$ cat config.mk
export PLATFORM = sky130hd
export DESIGN_NAME = analog_mux_hall_wake_control
export DESIGN_NICKNAME = d
export VERILOG_FILES = /design/src/logic/analog_mux_hall_wake_pkg.sv /design/src/logic/analog_mux_hall_wake_control.sv
export SDC_FILE = /design/constraint.sdc
export NUM_CORES = 1
export LEC_CHECK = 0
export BUFFER_PORTS_ARGS = -buffer_cell sky130_fd_sc_hd__buf_2
export CORE_UTILIZATION = 53
export CTS_CLUSTER_SIZE = 14
export DETAILED_ROUTE_END_ITERATION = 7
export PLACE_DENSITY = 0.82
export SYNTH_ARGS = -nofsm -noshare
export SYNTH_HDL_FRONTEND = slang
export SYNTH_SLANG_ARGS = --single-unit
$ cat constraint.sdc
create_clock -name clock -period 5 [get_ports clock]
set_input_delay 1 -clock clock [delete_from_list [all_inputs] [get_ports clock]]
set_output_delay 1 -clock clock [all_outputs]
set_load 0.02 [all_outputs]
$ cat src/logic/analog_mux_hall_wake_pkg.sv
// Constants, register layout and mode types of the analog mux, hall and wake control block
package analog_mux_hall_wake_pkg;
	// Register addresses
	localparam logic [7:0] HALL_WAKE_ADDR = 8'h07;
	localparam logic [7:0] ANALOG_MUX_ADDR = 8'h08;
	localparam logic [7:0] REG_RESET = 8'h00;
	// input_mux_control field positions
	localparam int CURRENT_SOURCE_ON_BIT = 7;
	localparam int LEVEL_HI = 6;
	localparam int LEVEL_LO = 5;
	localparam int GAIN_BIT = 4;
	localparam int SEL_HI = 3;
	localparam int SEL_LO = 0;
	// hall_wake_status_control field positions
	localparam int HMODE_BIT = 0;
	localparam int HEN_BIT = 1;
	localparam int HPD_BIT = 2;
	localparam int HFLAG_BIT = 3;
	localparam int HOC_BIT = 4;
	localparam int WSTATE_BIT = 5;
	// Source codes
	localparam logic [3:0] SRC_HS_LAST = 4'h6;
	localparam logic [3:0] SRC_UNUSED = 4'h7;
	localparam logic [3:0] SRC_TEMP = 4'h8;
	localparam logic [3:0] SRC_EC = 4'hC;
	localparam int NUM_SOURCES = 12;
	// Time software waits before sampling the hall flag, in us, and cycles at 25 MHz
	localparam int HALL_SETTLE_US = 40;
	localparam int CLOCK_MHZ = 25;
	localparam int HALL_SETTLE_CYCLES = HALL_SETTLE_US * CLOCK_MHZ;
	// Power modes of the surrounding device
	typedef enum logic [1:0] {
		MODE_RUN,
		MODE_STOP,
		MODE_SLEEP
	} power_mode_e;
endpackage

$ cat src/logic/analog_mux_hall_wake_control.sv
// Control and status logic for analog source selection, hall input and wake input
`timescale 1ns/1ps
module analog_mux_hall_wake_control #(
	parameter int SOURCES = analog_mux_hall_wake_pkg::NUM_SOURCES
) (
	input wire logic clock,
	input wire logic rst,
	input wire logic [7:0] reg_addr,
	input wire logic reg_wr,
	input wire logic [7:0] reg_wdata,
	output logic [7:0] reg_rdata,
	input wire analog_mux_hall_wake_pkg::power_mode_e power_mode,
	input wire logic hall_input_pin,
	input wire logic hall_current_low,
	input wire logic hall_overcurrent,
	input wire logic wake_input_pin,
	input wire logic hall_interrupt_mask,
	input wire logic hall_irq_clear,
	input wire logic wake_input_irq_enable,
	input wire logic wake_irq_clear,
	input wire logic wakeup_flag_clear,
	output logic [11:0] analog_source_on,
	output logic current_source_enable,
	output logic [1:0] current_level,
	output logic sense_gain_low,
	output logic hall_supply_on,
	output logic hall_sense_on,
	output logic hall_pullup_on,
	output logic hall_interrupt_flag,
	output logic hall_irq,
	output logic wake_irq_flag,
	output logic wake_irq,
	output logic wake_pin_wakeup_flag,
	output logic wake_request
);
	import analog_mux_hall_wake_pkg::*;

	// Refuse a source count that the decoder cannot serve
	generate
		if (SOURCES != NUM_SOURCES) begin : g_bad_sources
			$error("analog source count must be twelve");
		end
	endgenerate

	// Map a source code to a one-hot switch set, none for unused codes
	function automatic logic [11:0] decode_source(input logic [3:0] code);
		logic [11:0] hot;
		hot = 12'h000;
		if (code <= SRC_HS_LAST) begin
			hot[code] = 1'b1;
		end else if (code >= SRC_TEMP && code <= SRC_EC) begin
			hot[4'(code - 4'h1)] = 1'b1;
		end
		return hot;
	endfunction

	// Register state
	logic [7:0] mux_ctrl_ff;
	logic hall_mode_ff;
	logic hall_enable_ff;
	logic hall_pd_ff;
	logic hall_oc_flag_ff;
	logic [7:0] rdata_ff;
	// Pin synchronisers
	logic hall_pin_meta_ff;
	logic hall_pin_ff;
	logic hall_cur_meta_ff;
	logic hall_cur_ff;
	logic hall_oc_meta_ff;
	logic hall_oc_ff;
	logic wake_meta_ff;
	logic wake_ff;
	// Event tracking
	logic hall_prev_ff;
	logic wake_prev_ff;
	logic hall_int_ff;
	logic hall_irq_ff;
	logic wake_int_ff;
	logic wake_irq_ff;
	logic wake_latched_ff;
	logic low_power_prev_ff;
	logic wake_fired_ff;
	logic wakeup_ff;
	logic wake_req_ff;
	// Output flops
	logic [11:0] source_ff;
	logic cs_en_ff;
	logic [1:0] level_ff;
	logic gain_ff;
	logic supply_ff;
	logic sense_ff;
	logic pullup_ff;

	// Combinational helpers
	logic wr_mux;
	logic wr_hall;
	logic in_run;
	logic low_power;
	logic hall_state;
	logic hall_change;
	logic wake_change;
	logic wake_mismatch;

	assign wr_mux = reg_wr && (reg_addr == ANALOG_MUX_ADDR);
	assign wr_hall = reg_wr && (reg_addr == HALL_WAKE_ADDR);
	assign in_run = (power_mode == MODE_RUN);
	assign low_power = (power_mode == MODE_STOP) || (power_mode == MODE_SLEEP);

	// Hall flag follows pin in general purpose mode, current sense in hall mode
	assign hall_state = hall_mode_ff ? hall_cur_ff : hall_pin_ff;
	assign hall_change = hall_state != hall_prev_ff;
	assign wake_change = wake_ff != wake_prev_ff;
	assign wake_mismatch = wake_ff != wake_latched_ff;

	// Two-stage synchronisers; the hall pin starts high, its pulled-up idle level
	always_ff @(posedge clock or posedge rst) begin
		if (rst) begin
			hall_pin_meta_ff <= 1'b1;
			hall_pin_ff <= 1'b1;
			hall_cur_meta_ff <= 1'b0;
			hall_cur_ff <= 1'b0;
			hall_oc_meta_ff <= 1'b0;
			hall_oc_ff <= 1'b0;
			wake_meta_ff <= 1'b0;
			wake_ff <= 1'b0;
		end else begin
			hall_pin_meta_ff <= hall_input_pin;
			hall_pin_ff <= hall_pin_meta_ff;
			hall_cur_meta_ff <= hall_current_low;
			hall_cur_ff <= hall_cur_meta_ff;
			hall_oc_meta_ff <= hall_overcurrent;
			hall_oc_ff <= hall_oc_meta_ff;
			wake_meta_ff <= wake_input_pin;
			wake_ff <= wake_meta_ff;
		end
	end

	// Analog mux control register, all fields reset to zero
	always_ff @(posedge clock or posedge rst) begin
		if (rst) begin
			mux_ctrl_ff <= REG_RESET;
		end else if (wr_mux) begin
			mux_ctrl_ff <= reg_wdata;
		end
	end

	// Hall control bits; reset leaves general purpose mode with pull-up on
	always_ff @(posedge clock or posedge rst) begin
		if (rst) begin
			hall_mode_ff <= 1'b0;
			hall_enable_ff <= 1'b0;
			hall_pd_ff <= 1'b0;
		end else if (wr_hall) begin
			hall_mode_ff <= reg_wdata[HMODE_BIT];
			hall_enable_ff <= reg_wdata[HEN_BIT];
			hall_pd_ff <= reg_wdata[HPD_BIT];
		end
	end

	// Sticky overcurrent flag, a new event wins over a write-one clear
	always_ff @(posedge clock or posedge rst) begin
		if (rst) begin
			hall_oc_flag_ff <= 1'b0;
		end else if (hall_oc_ff && hall_mode_ff) begin
			hall_oc_flag_ff <= 1'b1;
		end else if (wr_hall && reg_wdata[HOC_BIT]) begin
			hall_oc_flag_ff <= 1'b0;
		end
	end

	// Registered read of the addressed register, unmapped reads zero
	always_ff @(posedge clock or posedge rst) begin
		if (rst) begin
			rdata_ff <= REG_RESET;
		end else if (reg_addr == ANALOG_MUX_ADDR) begin
			rdata_ff <= mux_ctrl_ff;
		end else if (reg_addr == HALL_WAKE_ADDR) begin
			rdata_ff <= REG_RESET;
			rdata_ff[HMODE_BIT] <= hall_mode_ff;
			rdata_ff[HEN_BIT] <= hall_enable_ff;
			rdata_ff[HPD_BIT] <= hall_pd_ff;
			rdata_ff[HFLAG_BIT] <= hall_state;
			rdata_ff[HOC_BIT] <= hall_oc_flag_ff;
			rdata_ff[WSTATE_BIT] <= wake_ff;
		end else begin
			rdata_ff <= REG_RESET;
		end
	end

	// Analog source switches and current source controls
	always_ff @(posedge clock or posedge rst) begin
		if (rst) begin
			source_ff <= 12'h001;
			cs_en_ff <= 1'b0;
			level_ff <= 2'b00;
			gain_ff <= 1'b0;
		end else begin
			source_ff <= decode_source(mux_ctrl_ff[SEL_HI:SEL_LO]);
			cs_en_ff <= mux_ctrl_ff[CURRENT_SOURCE_ON_BIT];
			level_ff <= mux_ctrl_ff[LEVEL_HI:LEVEL_LO];
			gain_ff <= mux_ctrl_ff[GAIN_BIT];
		end
	end

	// Hall pin supply, sensing and pull-up drive
	always_ff @(posedge clock or posedge rst) begin
		if (rst) begin
			supply_ff <= 1'b0;
			sense_ff <= 1'b0;
			pullup_ff <= 1'b1;
		end else begin
			supply_ff <= hall_mode_ff && hall_enable_ff;
			sense_ff <= hall_mode_ff && hall_enable_ff;
			pullup_ff <= !hall_pd_ff;
		end
	end

	// Previous levels for edge detection; hall starts at its idle high, so reset makes no false edge
	always_ff @(posedge clock or posedge rst) begin
		if (rst) begin
			hall_prev_ff <= 1'b1;
			wake_prev_ff <= 1'b0;
		end else begin
			hall_prev_ff <= hall_state;
			wake_prev_ff <= wake_ff;
		end
	end

	// Hall interrupt flag on any change in RUN, set wins over clear
	always_ff @(posedge clock or posedge rst) begin
		if (rst) begin
			hall_int_ff <= 1'b0;
			hall_irq_ff <= 1'b0;
		end else begin
			if (in_run && hall_change) begin
				hall_int_ff <= 1'b1;
			end else if (hall_irq_clear) begin
				hall_int_ff <= 1'b0;
			end
			hall_irq_ff <= hall_int_ff && hall_interrupt_mask;
		end
	end

	// Wake interrupt on both edges in RUN, set wins over clear
	always_ff @(posedge clock or posedge rst) begin
		if (rst) begin
			wake_int_ff <= 1'b0;
			wake_irq_ff <= 1'b0;
		end else begin
			if (in_run && wake_change) begin
				wake_int_ff <= 1'b1;
			end else if (wake_irq_clear) begin
				wake_int_ff <= 1'b0;
			end
			wake_irq_ff <= wake_int_ff && wake_input_irq_enable;
		end
	end

	// Latch wake level on entry to a low-power mode
	always_ff @(posedge clock or posedge rst) begin
		if (rst) begin
			low_power_prev_ff <= 1'b0;
			wake_latched_ff <= 1'b0;
		end else begin
			low_power_prev_ff <= low_power;
			if (low_power && !low_power_prev_ff) begin
				wake_latched_ff <= wake_ff;
			end
		end
	end

	// One wake-up request per low-power stay when the level differs
	always_ff @(posedge clock or posedge rst) begin
		if (rst) begin
			wake_fired_ff <= 1'b0;
			wake_req_ff <= 1'b0;
		end else begin
			wake_req_ff <= 1'b0;
			if (!low_power) begin
				wake_fired_ff <= 1'b0;
			end else if (low_power_prev_ff && wake_mismatch && !wake_fired_ff) begin
				wake_fired_ff <= 1'b1;
				wake_req_ff <= 1'b1;
			end
		end
	end

	// Reset status wake-up flag, set wins over clear
	always_ff @(posedge clock or posedge rst) begin
		if (rst) begin
			wakeup_ff <= 1'b0;
		end else if (wake_req_ff) begin
			wakeup_ff <= 1'b1;
		end else if (wakeup_flag_clear) begin
			wakeup_ff <= 1'b0;
		end
	end

	// Outputs straight from flops
	assign reg_rdata = rdata_ff;
	assign analog_source_on = source_ff;
	assign current_source_enable = cs_en_ff;
	assign current_level = level_ff;
	assign sense_gain_low = gain_ff;
	assign hall_supply_on = supply_ff;
	assign hall_sense_on = sense_ff;
	assign hall_pullup_on = pullup_ff;
	assign hall_interrupt_flag = hall_int_ff;
	assign hall_irq = hall_irq_ff;
	assign wake_irq_flag = wake_int_ff;
	assign wake_irq = wake_irq_ff;
	assign wake_pin_wakeup_flag = wakeup_ff;
	assign wake_request = wake_req_ff;
endmodule

==> impl_metrics.yaml <==
run_status:
  status: "finished, final reports clean"
global_routing:
  overflow: 0
  track_usage_pct: 20.54
  grt_pass1_vias: 1295
  grt_pass1_wl_mm: 5.851
  antenna_found_initial: 0
  grt_max_degree: 58
floorplan:
  start_util_pct: 55.13
  row_count: 22
  io_pins: 63
  fp.dieH_um: 63.71
  die_area_um2: 4059
  die_x_um: 63.71
  core_um2: 3661
clock_tree:
  ctsResizeCount: 0
  cts_setup_buffers: 0
  hold_buffers: 0
  cts_buffers: 9
  cts_tree: "done"
  cts.sink_count: 57
  clk_pin_slew_worst_paths_ns: 0.06
  cts_max_path_buffers: 2
  h-tree-depth: 3
  cts_root_buf: "clkbuf_8"
  insertion_delay_ns: 0.32
logic_synthesis:
  yosys_warnings: 0
  muxShareOfSynthArea_pct: 7.254
  synth_top_family_by_area: "simple AND/OR/NAND/NOR gates"
  postSynthAreaPerCell_um2: 14.52
  syn-num-nets: 170
  synth-seq-cells: 57
  synth_compound_area_share_pct: 3.968
  synth_cell_types: 30
  synth_area_um2: 2018
  synth-simple-area-share_pct: 13.02
  synthXorXnorAreaFrac_pct: 1.302
  yosysSeqAreaShare_pct: 70.99
  synth_fa_ha_area_share_pct: 0.6200
  synth_cells: 139
placement:
  numPortBuffers: 62
  dp_hpwl_mm: 2.383
  placed_area_um2: 2357
  gp_congestion: 0.7767
  pre_cts_ws_ns: 2.634
drt:
  dr_wl_met2_mm: 1.686
  wl_mm: 3.490
  first_pass_iters: 4
  drtAntennaViolNets: 0
  avgRoutedWirePerCell_um: 13.53
  drtIter0Drc: 31
  drt-met1-wl_mm: 1.464
  avgViaCountPerCell: 4.973
  dr_total_vias: 1283
  met3_length_um: 260
  maxUsedRoutingLayer: "met4"
  drc: 0
finish:
  fin_nets: 236
  layout-drive-gt1-share_pct: 47.62
  nFillCells: 254
  final_common_cell: "buf_2"
  multi_input_area_um2: 528.0
  final_cell_mix: "buf_2, dfrtp_1, mux2_2, nor2_1, clkbuf_8"
  finalInstanceArea_um2: 2546
  regArea_um2: 1433
  antenna_cells: 0
  area_growth_pct: 26.16
timing:
  finalSetupViolCount: 0
  fin_skew_ns: 0.006351
  tns_ns: 0
  rsz0062_at_grt: "false"
  worst_pin_slew_ns: 1.085
  slew_violations: 0
  fin_ws_ns: 2.971
  hold_violations: 0
  fmax_mhz: 492.9
  period_share_pct: 40.58
  period_minus_slack_ns: 2.029
  max_slew_margin_pct: 27.57
worst_setup_path:
  critPathLaunch: "reg_addr[0]"
  arrival_ns: 2.23
  cpPeakStageDelay_ns: 0.58
  crit_slowest_cell: "nor4b_4"
  crit_required_ns: 5.20
  crit_type: "input pin to register"
  r2r-start: "hall_mode_ff$_DFFE_PP0P_"
  worstPathCellList: "buf_2 -> nor4b_4 -> nand3_4 -> mux2_2"
  r2r_cells: 3
  path_max_fanout: 9
  end_kind: "register"
  start_kind: "input pin"
power_and_ir_drop:
  power_switching_uw: 220.8
  seqPwrFrac_pct: 51.3
  comb_power_share_pct: 7.9
  switching_share_pct: 22.38
  intPower_uw: 765.8
  p_per_area_nw_per_um2: 387.5
  ir_drop_mv: 0.2023
  p_leak_uw: 0.001355
  pwr-share-clk_pct: 40.8
min_path:
  hp-start: "hall_oc_meta_ff$_DFF_PP0_"
  hold_depth: 0
  holdCritPathClass: "register to register"
run:
  drv_cap: 0
cell type report:
cell class / count / share of cell area, %
clock buffer: 13 / 5.848
clock inverter: 3 / 1.572
inverter: 7 / 1.032
multi-input combinational: 68 / 20.74
sequential: 57 / 56.27
tap: 48 / 2.359
timing repair buffer: 62 / 12.19
final timing paths:
check                                                  end  slack, ns
setup / recovery                mux_ctrl_ff[2]$_DFFE_PP0P_       2.97
min in group asynchronous               hall_irq$_DFF_PP0_       0.96
hold reg to reg                       hall_oc_ff$_DFF_PP0_       0.35
setup reg to reg           hall_interrupt_flag$_DFFE_PP0P_       3.74
hold / removal                        hall_oc_ff$_DFF_PP0_       0.35
max in group asynchronous         hall_mode_ff$_DFFE_PP0P_       3.39
routing by layer:
layer,up-vias,track usage [%]
met5,-,0
met2,70,30.72
met1,605,24.88
met3,7,6.703
li1,601,-
met4,0,14.77
power by group through the flow:
stage	clock network, µW	registers (µW)	logic [µW]
after CTS	411	506	79.6
after floorplan	0	521	37.8
after global routing	440	508	87.0
after detailed placement	0	514	79.1
final	403	506	78.2
after global placement	0	512	75.7
flip-flops by register name, summed over array words and instances (netlist names), 2 cells and up:
register	flops
analog_source_on	12
mux_ctrl_ff	8
reg_rdata	8
current_level	2
metrics by stage:
stage / cells / hold WS (ns) / total power, µW / util (%)
6_report: 258 / 0.3484 / 986.6 / 69.55
5_1_grt: 258 / 0.3534 / 1036 / 69.55
4_1_cts: 258 / 0.3497 / 996.8 / 69.55
3_5_place_dp: 242 / 0.3363 / 592.8 / 64.39
3_3_place_gp: 242 / 0.3329 / 588.1 / 64.39
2_1_floorplan: 139 / 0.3312 / 558.9 / -
worst max-delay path, delay by kind of cell:
kind	cells	cell delay [ns]
buf+inv	1	0.12
simple gates	2	0.79
mux	1	0.32
Yosys cell counts, drive strengths merged:
cell type / count / area share, %
and3: 2 / 0.74
dfrtp: 52 / 64
mux2: 13 / 7.3
a22o: 2 / 0.87
and2: 3 / 0.93
nor4: 2 / 1.4
ha: 1 / 0.62
nor4b: 1 / 1.2
nand2b: 5 / 1.5
and4b: 2 / 1.1
or4: 1 / 0.37
dfstp: 5 / 6.5
buf: 2 / 0.62
nand3: 2 / 1.1
nand2: 3 / 0.56
a21oi: 1 / 0.25
clkbuf: 5 / 0.93
o21ai: 1 / 0.25
a21o: 1 / 0.37
inv: 7 / 1.3
nor2: 11 / 2.0
xor2: 3 / 1.3
nor2b: 1 / 0.31
a22oi: 6 / 2.2
nor3: 6 / 1.5
nand4: 1 / 0.31
logic make-up after synthesis:
logic type      count (synthesis)
simple gates                   40
flops                          57
mux                            13
compound gates                 11
fa+ha+maj                       1
buf+inv                        14
xor+xnor                        3
No activity file was read; power rests on OpenSTA's default activity.
